File: config.mk
export PLATFORM = sky130hd
export DESIGN_NAME = scan_motor_step_controller
export DESIGN_NICKNAME = d
export VERILOG_FILES = /design/src/design/motor_step_pkg.sv /design/src/design/step_phase_gen.sv /design/src/design/scan_motor_step_controller.sv
export SDC_FILE = /design/constraint.sdc
export NUM_CORES = 1
export LEC_CHECK = 0
export ABC_CLOCK_PERIOD_IN_PS = 2540
export BUFFER_PORTS_ARGS = -buffer_cell sky130_fd_sc_hd__buf_2
export CAP_MARGIN = 20
export CORE_ASPECT_RATIO = 0.7
export CORE_MARGIN = 2
export CORE_UTILIZATION = 25
export CTS_CLUSTER_SIZE = 12
export DETAILED_ROUTE_END_ITERATION = 10
export GPL_TIMING_DRIVEN = 0
export PLACE_DENSITY_LB_ADDON = 0.25
export SLEW_MARGIN = 0
export SYNTH_ARGS = -nofsm -noshare
export SYNTH_HDL_FRONTEND = slang
export SYNTH_SLANG_ARGS = --single-unit
File: constraint.sdc
create_clock -name clk -period 2.54 [get_ports clk]
set_input_delay 0.508 -clock clk [delete_from_list [all_inputs] [get_ports clk]]
set_output_delay 0.508 -clock clk [all_outputs]
set_load 0.01 [all_outputs]
File: src/design/motor_step_pkg.sv
// Package for the scanner stepper-motor step controller.
// Assumes a single 50 MHz clock and a classic Wishbone register bus.
package motor_step_pkg;

  // ==========================================================
  // Register map (printed offsets are word indices)
  // ==========================================================
  localparam logic [7:0] REG_CTRL_IDX     = 8'h07;  // Scan start, standby
  localparam logic [7:0] REG_MOTOR_IDX    = 8'h45;  // Output enable, swap, fastfeed
  localparam logic [7:0] REG_REVERSE_IDX  = 8'h50;  // Steps to back up on pause
  localparam logic [7:0] REG_ACCEL_IDX    = 8'h51;  // Acceleration dwell codes
  localparam logic [7:0] REG_KICK_IDX     = 8'h55;  // Kickstart step count
  localparam logic [7:0] REG_LIMCFG_IDX   = 8'h58;  // Step limit disable bit
  localparam logic [7:0] REG_LIMIT_IDX    = 8'h60;  // Fullstep limit value
  localparam logic [7:0] REG_STATUS_IDX   = 8'h61;  // Motor status readback
  localparam logic [7:0] REG_CMD_IDX      = 8'h62;  // Motion commands

  // ==========================================================
  // Field positions
  // ==========================================================
  localparam int CTRL_SCAN_BIT     = 0;  // Scan running
  localparam int CTRL_STANDBY_BIT  = 4;  // Standby
  localparam int MOTOR_OE_BIT      = 4;  // Drive outputs enabled
  localparam int MOTOR_SWAP_BIT    = 5;  // Swap A and B phases
  localparam int MOTOR_FFEED_BIT   = 6;  // Fullstep fastfeed
  localparam int LIMCFG_DIS_BIT    = 5;  // 1 disables the fullstep limit
  localparam int CMD_REVERSE_BIT   = 0;  // High speed reverse
  localparam int CMD_STOP_BIT      = 1;  // Stop reverse
  localparam int CMD_PAUSE_BIT     = 2;  // Buffer-full pause
  localparam int CMD_RESUME_BIT    = 3;  // Resume after pause

  // ==========================================================
  // Reset values and constants
  // ==========================================================
  localparam logic [7:0] REVERSE_RESET = 8'h00;
  localparam logic [7:0] ACCEL_RESET   = 8'h00;
  localparam logic [2:0] KICK_RESET    = 3'h0;
  localparam logic [3:0] DWELL_CODE3   = 4'h8;  // Code 3 dwells eight fullsteps
  localparam int         ADDR_W        = 10;    // Byte address width
  localparam int         CLK_HZ        = 50_000_000;
  localparam int         STEP_TIME_US  = 1000;  // Default fullstep period
  localparam int         STEP_CYCLES   = CLK_HZ / 1_000_000 * STEP_TIME_US;

  // Motion state machine
  typedef enum logic [5:0] {
    ST_IDLE  = 6'b000001,
    ST_STOP  = 6'b000010,
    ST_QTR   = 6'b000100,
    ST_HALF  = 6'b001000,
    ST_RUN   = 6'b010000,
    ST_BACK  = 6'b100000
  } motion_t;

  // Dwell fullsteps for a two-bit acceleration code
  function automatic logic [3:0] dwell_steps(input logic [1:0] code);
    dwell_steps = (code == 2'h3) ? DWELL_CODE3 : {2'h0, code};
  endfunction

endpackage

File: src/design/step_phase_gen.sv
// Winding phase generator for a two-phase stepper.
// Assumes a one-cycle step enable on the same clock as the caller.
`timescale 1ns/1ns
module step_phase_gen (
  // Clock and reset
  input  wire logic       clk,
  input  wire logic       rst_n,
  // Step control
  input  wire logic       stepEn,    // One-cycle advance pulse
  input  wire logic       dirRev,    // Step backwards
  input  wire logic       swapAb,    // Exchange A and B windings
  input  wire logic       fullMode,  // Fullstep mode active
  // Phase outputs
  output logic      [1:0] phaseA_q,  // A winding polarity pair
  output logic      [1:0] phaseB_q   // B winding polarity pair
);
  // ==========================================================
  // Position counter
  // ==========================================================
  logic [1:0] pos_q;       // Quadrature position
  logic [1:0] posNext;     // Next position
  logic [1:0] rawA;        // Unswapped A drive
  logic [1:0] rawB;        // Unswapped B drive
  logic       doSwap;      // Swap applies only in fullstep

  assign posNext = dirRev ? pos_q - 2'h1 : pos_q + 2'h1;
  assign rawA    = pos_q[1] ? 2'b10 : 2'b01;
  assign rawB    = (pos_q[1] ^ pos_q[0]) ? 2'b10 : 2'b01;
  assign doSwap  = swapAb && fullMode;

  // Advance position on each step
  always_ff @(posedge clk) begin
    if (!rst_n) begin
      pos_q <= 2'h0;
    end else if (stepEn) begin
      pos_q <= posNext;
    end
  end

  // Register drive, swapping phases to reverse travel
  always_ff @(posedge clk) begin
    if (!rst_n) begin
      phaseA_q <= 2'h0;
      phaseB_q <= 2'h0;
    end else begin
      phaseA_q <= doSwap ? rawB : rawA;
      phaseB_q <= doSwap ? rawA : rawB;
    end
  end
endmodule

File: src/design/scan_motor_step_controller.sv
// Stepper sequencing for a scanner carriage, with Wishbone registers.
// Assumes a 50 MHz clock; power stage and sense comparators are external.
//
// Behaviour
// - Limit enabled: count fullsteps, stop scan.
// - Eight-bit reverse count on buffer-full pause.
// - Dwell code three holds eight fullsteps.
// - Phase swap reverses travel, fullstep only.
// - Normal 0.35 V threshold, 0.5 V kickstart.
// - Kickstart zero: 0.5 V for all fullsteps.
// - Fastfeed fullstep, microstep once capture begins.
// - Media sensor two never ends reverse.
// - Pause and resume never drops lines.
// - Standby tristates drive, overriding enable bit.
//
// The Wishbone interface to the registers was chosen for this implementation.
`timescale 1ns/1ns
module scan_motor_step_controller
  import motor_step_pkg::*;
#(
  parameter int STEP_DIV = STEP_CYCLES  // Cycles per fullstep
) (
  // Clock and reset
  input  wire logic              clk,
  input  wire logic              rst_n,
  // Wishbone slave
  input  wire logic              wb_cyc_i,
  input  wire logic              wb_stb_i,
  input  wire logic              wb_we_i,
  input  wire logic [ADDR_W-1:0] wb_adr_i,
  input  wire logic [31:0]       wb_dat_i,
  input  wire logic [3:0]        wb_sel_i,
  output logic      [31:0]       wb_dat_o,
  output logic                   wb_ack_o,
  // Media sensor and capture state
  input  wire logic              mediaSense2,   // Pin, unused by reverse
  input  wire logic              captureBegin,  // Image capture started
  // Motor drive
  output logic      [1:0]        phaseA_q,
  output logic      [1:0]        phaseB_q,
  output logic                   driveOe_n_q,   // Low while driving
  output logic                   senseHigh_q,   // 1 selects 0.5 V threshold
  output logic                   microStep_q,   // 1 selects microstepping
  output logic                   lineDrop_q     // Always zero: no lost line
);
  import motor_step_pkg::*;

  // ==========================================================
  // Registers
  // ==========================================================
  logic [7:0]  ctrl_q;      // Scan and standby
  logic [7:0]  motor_q;     // Output enable, swap, fastfeed
  logic [7:0]  reverse_q;   // Reverse steps
  logic [7:0]  accel_q;     // Dwell codes in bits 2-7
  logic [2:0]  kick_q;      // Kickstart steps
  logic [7:0]  limcfg_q;    // Limit disable in bit 5
  logic [15:0] limit_q;     // Fullstep limit
  logic        revReq_q;    // High speed reverse running
  logic        paused_q;    // Buffer-full pause held
  logic        sense1_q;    // Synchroniser stage one
  logic        sense2_q;    // Synchroniser stage two

  // Bus decode
  logic [7:0] regIdx;
  logic       busReq;
  logic       wrStb;
  logic       mapped;
  assign regIdx = wb_adr_i[ADDR_W-1:2];
  assign busReq = wb_cyc_i && wb_stb_i && !wb_ack_o;
  assign wrStb  = busReq && wb_we_i && wb_sel_i[0];
  assign mapped = (regIdx == REG_CTRL_IDX) || (regIdx == REG_MOTOR_IDX) ||
                  (regIdx == REG_REVERSE_IDX) || (regIdx == REG_ACCEL_IDX) ||
                  (regIdx == REG_KICK_IDX) || (regIdx == REG_LIMCFG_IDX) ||
                  (regIdx == REG_LIMIT_IDX) || (regIdx == REG_STATUS_IDX) ||
                  (regIdx == REG_CMD_IDX);

  // ==========================================================
  // Motion engine signals
  // ==========================================================
  motion_t     state_q;
  motion_t     state_d;
  logic [31:0] div_q;       // Fullstep divider
  logic        stepTick;    // One-cycle fullstep enable
  logic [3:0]  dwell_q;     // Steps left in dwell phase
  logic [15:0] remain_q;    // Fullsteps left before auto stop
  logic [7:0]  back_q;      // Reverse steps left
  logic [2:0]  kickCnt_q;   // Kickstart steps done
  logic        scanOn;
  logic        scanStart;
  logic        limitHit;
  logic        cmdWr;
  logic        autoStop;
  logic        moving;
  logic        dwellDone;   // Dwell phase used up

  assign scanOn    = ctrl_q[CTRL_SCAN_BIT];
  assign cmdWr     = wrStb && (regIdx == REG_CMD_IDX);
  assign scanStart = wrStb && (regIdx == REG_CTRL_IDX) && wb_dat_i[CTRL_SCAN_BIT] && !scanOn;
  assign limitHit  = !limcfg_q[LIMCFG_DIS_BIT] && (remain_q == 16'h0);
  assign autoStop  = scanOn && limitHit && (state_q == ST_RUN);
  // A pause freezes the run, but the back-up steps still need the divider
  assign moving    = (state_q != ST_IDLE) && (!paused_q || state_q == ST_BACK);
  // The last dwell step leaves the phase, so code 3 gives exactly eight steps
  assign dwellDone = (dwell_q == 4'h0) || (stepTick && dwell_q == 4'h1);
  assign stepTick  = moving && (div_q == 32'(STEP_DIV - 1));

  // Register writes; auto stop clears scan bit after the bus write
  always_ff @(posedge clk) begin
    if (!rst_n) begin
      ctrl_q <= 8'h00; motor_q <= 8'h00; reverse_q <= REVERSE_RESET;
      accel_q <= ACCEL_RESET; kick_q <= KICK_RESET; limcfg_q <= 8'h00;
      limit_q <= 16'h0000;
    end else begin
      if (wrStb) begin
        unique case (regIdx)
          REG_CTRL_IDX:    ctrl_q    <= wb_dat_i[7:0];
          REG_MOTOR_IDX:   motor_q   <= wb_dat_i[7:0];
          REG_REVERSE_IDX: reverse_q <= wb_dat_i[7:0];
          REG_ACCEL_IDX:   accel_q   <= wb_dat_i[7:0];
          REG_KICK_IDX:    kick_q    <= wb_dat_i[2:0];
          REG_LIMCFG_IDX:  limcfg_q  <= wb_dat_i[7:0];
          REG_LIMIT_IDX:   limit_q   <= wb_dat_i[15:0];
          default: ;
        endcase
      end
      if (autoStop) begin
        ctrl_q[CTRL_SCAN_BIT] <= 1'b0;
      end
    end
  end

  // Bus answer one cycle after the request; unmapped reads zero
  always_ff @(posedge clk) begin
    if (!rst_n) begin
      wb_ack_o <= 1'b0;
      wb_dat_o <= 32'h0;
    end else begin
      wb_ack_o <= busReq;
      unique case (regIdx)
        REG_CTRL_IDX:    wb_dat_o <= {24'h0, ctrl_q};
        REG_MOTOR_IDX:   wb_dat_o <= {24'h0, motor_q};
        REG_REVERSE_IDX: wb_dat_o <= {24'h0, reverse_q};
        REG_ACCEL_IDX:   wb_dat_o <= {24'h0, accel_q};
        REG_KICK_IDX:    wb_dat_o <= {29'h0, kick_q};
        REG_LIMCFG_IDX:  wb_dat_o <= {24'h0, limcfg_q};
        REG_LIMIT_IDX:   wb_dat_o <= {16'h0, limit_q};
        REG_STATUS_IDX:  wb_dat_o <= {9'h0, sense2_q, state_q, remain_q};
        default:         wb_dat_o <= 32'h0;
      endcase
    end
  end

  // Sensor pin synchroniser; kept only for status, never stops reverse
  always_ff @(posedge clk) begin
    if (!rst_n) begin
      sense1_q <= 1'b0;
      sense2_q <= 1'b0;
    end else begin
      sense1_q <= mediaSense2;
      sense2_q <= sense1_q;
    end
  end

  // ==========================================================
  // Commands: reverse, stop, pause and resume
  // ==========================================================
  always_ff @(posedge clk) begin
    if (!rst_n) begin
      revReq_q <= 1'b0;
      paused_q <= 1'b0;
    end else begin
      if (cmdWr && wb_dat_i[CMD_REVERSE_BIT]) begin
        revReq_q <= 1'b1;
      end else if (cmdWr && wb_dat_i[CMD_STOP_BIT]) begin
        revReq_q <= 1'b0;  // Only software ends reverse
      end
      if (cmdWr && wb_dat_i[CMD_PAUSE_BIT]) begin
        paused_q <= 1'b1;
      end else if (state_q == ST_BACK && back_q == 8'h0 && cmdWr
                   && wb_dat_i[CMD_RESUME_BIT]) begin
        paused_q <= 1'b0;
      end
    end
  end

  // Fullstep divider; while paused only the back-up steps run
  always_ff @(posedge clk) begin
    if (!rst_n || !moving || stepTick) begin
      div_q <= 32'h0;
    end else begin
      div_q <= div_q + 32'h1;
    end
  end

  // ==========================================================
  // Motion state machine
  // ==========================================================
  always_comb begin
    state_d = state_q;
    unique case (state_q)
      ST_IDLE: if (scanOn || revReq_q) state_d = ST_STOP;
      ST_STOP: if (dwellDone) state_d = ST_QTR;
      ST_QTR:  if (dwellDone) state_d = ST_HALF;
      ST_HALF: if (dwellDone) state_d = ST_RUN;
      ST_RUN: begin
        if (!scanOn && !revReq_q) state_d = ST_IDLE;
        else if (paused_q) state_d = ST_BACK;
      end
      ST_BACK: if (!paused_q) state_d = ST_RUN;  // Resume at same line
      default: state_d = ST_IDLE;
    endcase
  end

  // State, dwell, countdown and reverse counters
  always_ff @(posedge clk) begin
    if (!rst_n) begin
      state_q <= ST_IDLE; dwell_q <= 4'h0; remain_q <= 16'h0;
      back_q <= 8'h0; kickCnt_q <= 3'h0;
    end else begin
      state_q <= state_d;
      if (state_d != state_q) begin
        unique case (state_d)
          ST_STOP: dwell_q <= dwell_steps(accel_q[3:2]);
          ST_QTR:  dwell_q <= dwell_steps(accel_q[5:4]);
          ST_HALF: dwell_q <= dwell_steps(accel_q[7:6]);
          default: dwell_q <= 4'h0;
        endcase
      end else if (stepTick && dwell_q != 4'h0) begin
        dwell_q <= dwell_q - 4'h1;
      end
      if (scanStart) begin
        remain_q <= limit_q;
      end else if (stepTick && scanOn && state_q == ST_RUN && remain_q != 16'h0) begin
        remain_q <= remain_q - 16'h1;
      end
      if (cmdWr && wb_dat_i[CMD_PAUSE_BIT]) begin
        back_q <= reverse_q;
      end else if (stepTick && state_q == ST_BACK && back_q != 8'h0) begin
        back_q <= back_q - 8'h1;
      end
      if (state_q == ST_IDLE) begin
        kickCnt_q <= 3'h0;
      end else if (stepTick && kickCnt_q != kick_q) begin
        kickCnt_q <= kickCnt_q + 3'h1;
      end
    end
  end

  // ==========================================================
  // Drive mode and current level
  // ==========================================================
  logic fullMode;
  logic backStep;
  logic phaseStep;
  assign fullMode  = !motor_q[MOTOR_FFEED_BIT] || !captureBegin || revReq_q;
  assign backStep  = (state_q == ST_BACK) && back_q != 8'h0;
  assign phaseStep = stepTick && (state_q != ST_BACK || backStep);

  always_ff @(posedge clk) begin
    if (!rst_n) begin
      driveOe_n_q <= 1'b1; senseHigh_q <= 1'b0;
      microStep_q <= 1'b0; lineDrop_q  <= 1'b0;
    end else begin
      driveOe_n_q <= ctrl_q[CTRL_STANDBY_BIT] || !motor_q[MOTOR_OE_BIT];
      senseHigh_q <= fullMode && ((kick_q == 3'h0) ||
                     (kickCnt_q != kick_q));
      microStep_q <= !fullMode;
      lineDrop_q  <= 1'b0;
    end
  end

  step_phase_gen u_phase (
    .clk      (clk),
    .rst_n    (rst_n),
    .stepEn   (phaseStep),
    .dirRev   (backStep || revReq_q),
    .swapAb   (motor_q[MOTOR_SWAP_BIT]),
    .fullMode (fullMode),
    .phaseA_q (phaseA_q),
    .phaseB_q (phaseB_q)
  );
endmodule

==> impl_metrics.py <==
metrics = {
    "timing": {
        "fin_skew_ns": 0.01180,
        "tightest_slew_ns": 0.8967,
        "post-route-period-util_pct": 96.44,
        "tns_ns": 0,
        "fmax_ghz": 0.4082,
        "hold_viol": 0,
        "maxSlewViolCount": 0,
        "period_minus_slack_ns": 2.449,
        "slew_headroom_pct": 40.09,
        "fin_ws_ns": 0.09051,
        "setup_viol": 0,
        "rsz0062_at_grt": "true",
    },
    "logic_synthesis": {
        "synth_simple_gate_area_share_pct": 26.74,
        "synth-seq-cells": 165,
        "synth_top_family_by_area": "simple AND/OR/NAND/NOR gates",
        "syn_avg_cell_area_um2": 8.466,
        "synth_top_area_share_pct": 43.26,
        "synth_fa_ha_area_share_pct": 0.9831,
        "synthXorXnorAreaFrac_pct": 5.620,
        "synth_area_mm2": 0.007636,
        "synth_edf_count": 0,
        "syn_inst": 902,
        "ys_seq_area_share_pct": 43.26,
        "yosysMostFrequentCell": "dfxtp_1",
        "yosys.cell_types.count": 78,
        "synth_largest_area_cell": "dfxtp_1",
        "synth_mux_area_share_pct": 2.638,
        "synth_warnings": 0,
        "synth_compound_area_share_pct": 16.07,
        "synthFlopType": "dfxtp_1",
        "synthArstFlopShare_pct": 0,
        "ys_top_cells_by_count": "dfxtp_1 (165), nand2_1 (109), nor2_1 (99)",
        "yosys-top-cells-area": "dfxtp_1 (43%), nand2_1 (5.4%), a21oi_1 (5.0%), nor2_1 (4.9%), nand3_1 (3.3%)",
    },
    "clock_network": {
        "tritoncts": "yes",
        "root_buffer": "clkbuf_16",
        "numCtsBuffers": 17,
        "cts_buffer_depth": 2,
        "htreeDepth": 4,
        "clkLatencyLatePin_ns": 0.45,
        "ctsHoldBuffers": 0,
        "cts_sinks": 165,
        "clk_pin_slew_worst_paths_ns": 0.07,
    },
    "routing": {
        "drt_iter0_drc": 825,
        "routedWlPerCell_um": 17.32,
        "drc": 0,
        "wl_um": 24800,
        "drtAntennaViolNets": 0,
        "route.vias.total": 7008,
        "via_per_inst": 4.894,
        "firstDrtPassIters": 5,
    },
    "grt": {
        "grt_pass1_vias": 6347,
        "antenna_found_initial": 0,
        "grt_max_degree": 17,
        "grt.total_usage_pct": 15.75,
        "grt_pass1_wl_um": 37630,
        "grt_overflow": 0,
    },
    "final_layout": {
        "areaGrowthSynthToFinish_pct": 23.81,
        "final_area_mm2": 0.009454,
        "instances_no_fill": 1432,
        "multiInputGateArea_mm2": 0.004222,
        "drive_gt1_share_pct": 18.94,
        "seqCellArea_mm2": 0.003306,
        "fillers": 3184,
        "nets": 1066,
    },
    "critical_path": {
        "critPathLaunchType": "register",
        "required_ns": 2.85,
        "cp-startpoint": "remain_q[6]$_SDFFE_PN0P_",
        "worst-path-max-fanout": 8,
        "crit_path_end_kind": "register",
        "cp.arrival_ns": 2.76,
        "timing.rr.end": "remain_q[15]$_SDFFE_PN0P_",
        "crit_type": "register to register",
        "reg2reg_depth": 10,
        "cp-endpoint": "remain_q[15]$_SDFFE_PN0P_",
        "r2r_slack_ns": 0.09,
        "worstReg2RegStart": "remain_q[6]$_SDFFE_PN0P_",
    },
    "floorplanning": {
        "initial_core_util_pct": 25.42,
        "core_mm2": 0.03004,
        "row_count": 53,
        "io_pins": 94,
        "die_height_um": 150.2,
        "die_area_mm2": 0.03198,
        "chipWidth_um": 212.9,
    },
    "placed_design": {
        "port_buffers": 58,
        "gp_congestion": 0.8534,
        "dpl_cell_area_mm2": 0.008476,
        "dp_cells": 1381,
        "dpl.hpwl_um": 17850,
        "dp_slack_ns": -0.5649,
    },
    "power_and_ir_drop": {
        "vdd_drop_max_mv": 0.3636,
        "p_leak_nw": 3.196,
        "pwr_density_cell_mw_per_mm2": 579.9,
    },
    "run": {
        "max_cap_violations": 0,
    },
    "worst_hold_path": {
        "hold_class": "primary input to register",
    },
    "status": {
        "status": "completed",
    },
}
==> where the power goes <==
part / internal [W] / switching, W / leakage [nW]
registers: 0.00259 / 0.00000138 / 1.33
clock network: 0.00164 / 0.00109 / 0.298
logic: 0.0000468 / 0.000118 / 1.57
==> what timing repair did <==
action | CTS | global route
buffers inserted | 13 | 8
pin swaps | 5 | 8
gates cloned | 0 | 1
setup endpoints to repair | 74 | 73
gates resized for setup | 17 | 35
==> cells in the final DEF (no fill, tap or decap), drive strengths merged, types with 8 or more instances in the layout <==
cell / n
nor4: 16
mux2i: 19
nor3: 22
nor2: 101
dfxtp: 165
nand4: 8
a22oi: 13
conb: 10
and2: 14
nor2b: 9
a31oi: 11
a222oi: 16
xor2: 26
nand2: 110
a21oi: 76
inv: 19
and3: 17
clkbuf: 58
nand3: 51
xnor2: 23
buf: 98
o21ai: 25
==> area by class of cell <==
class / count / area share (%)
Multi-Input combinational cell: 670 / 44.65
Sequential cell: 165 / 34.97
Tap cell: 412 / 5.453
Clock buffer: 22 / 5.122
Timing Repair Buffer: 79 / 4.738
Buffer: 55 / 2.965
Clock inverter: 9 / 1.323
Inverter: 19 / 0.7544
Antenna cell: 1 / 0.02647
==> worst min-delay path by stage <==
stage	from	to	depth (start not counted)
6_report	mediaSense2	sense1_q$_SDFF_PN0_	2
5_1_grt	mediaSense2	sense1_q$_SDFF_PN0_	2
4_1_cts	mediaSense2	sense1_q$_SDFF_PN0_	2
3_5_place_dp	sense1_q$_SDFF_PN0_	sense2_q$_SDFF_PN0_	1
3_3_place_gp	sense2_q$_SDFF_PN0_	wb_dat_o[22]$_SDFF_PN0_	1
2_1_floorplan	motor_q[4]$_SDFFE_PN0P_	driveOe_n_q$_SDFF_PN1_	1
==> critical path: stages (launching register included) <==
cell and delay, ns:
dfxtp_1 0.29, clkbuf_1 0.24, or4_4 0.62, nor4_4 0.28, a21o_2 0.22, nor3_4 0.06, buf_4 0.14, buf_4 0.13
a21boi_0 0.12, o21ai_1 0.15, a21oi_1 0.07
==> state kept, by name (all words and copies together) (netlist names), 16 cells and up <==
register and flops:
remain_q 16, wb_dat_o 23, div_q 32, limit_q 16
==> metal layers <==
| layer | share of wire [%] | wire length [µm] | vias to the layer above | GRT usage [%] |
|---|---|---|---|---|
| li1 | - | - | 3416 | - |
| met1 | 53 | 13210 | 3297 | 25.34 |
| met2 | 38 | 9322 | 276 | 19.87 |
| met3 | 8.2 | 2023 | 19 | 3.776 |
| met4 | 0.99 | 245 | 0 | 4.406 |
| met5 | 0 | 0 | - | 0 |
==> metrics by stage <==
step | hold slack [ns] | util [%] | power (W)
floorplan | 0.3946 | - | 0.002725
global placement | 0.4426 | 28.21 | 0.002812
detailed placement | 0.4334 | 28.21 | 0.002812
CTS | 0.2557 | 30.79 | 0.005534
global route | 0.2917 | 31.46 | 0.005639
finish | 0.2811 | 31.47 | 0.005482
==> cell families (layout without fill, tap and decap cells) <==
family,after synthesis,in the layout
buf+inv,77,184
xor+xnor,49,49
mux,20,20
fa+ha+maj,6,6
flops,165,165
simple gates,396,397
compound gates,188,188
other cells,1,11
No activity file was read; power rests on OpenSTA's default activity.
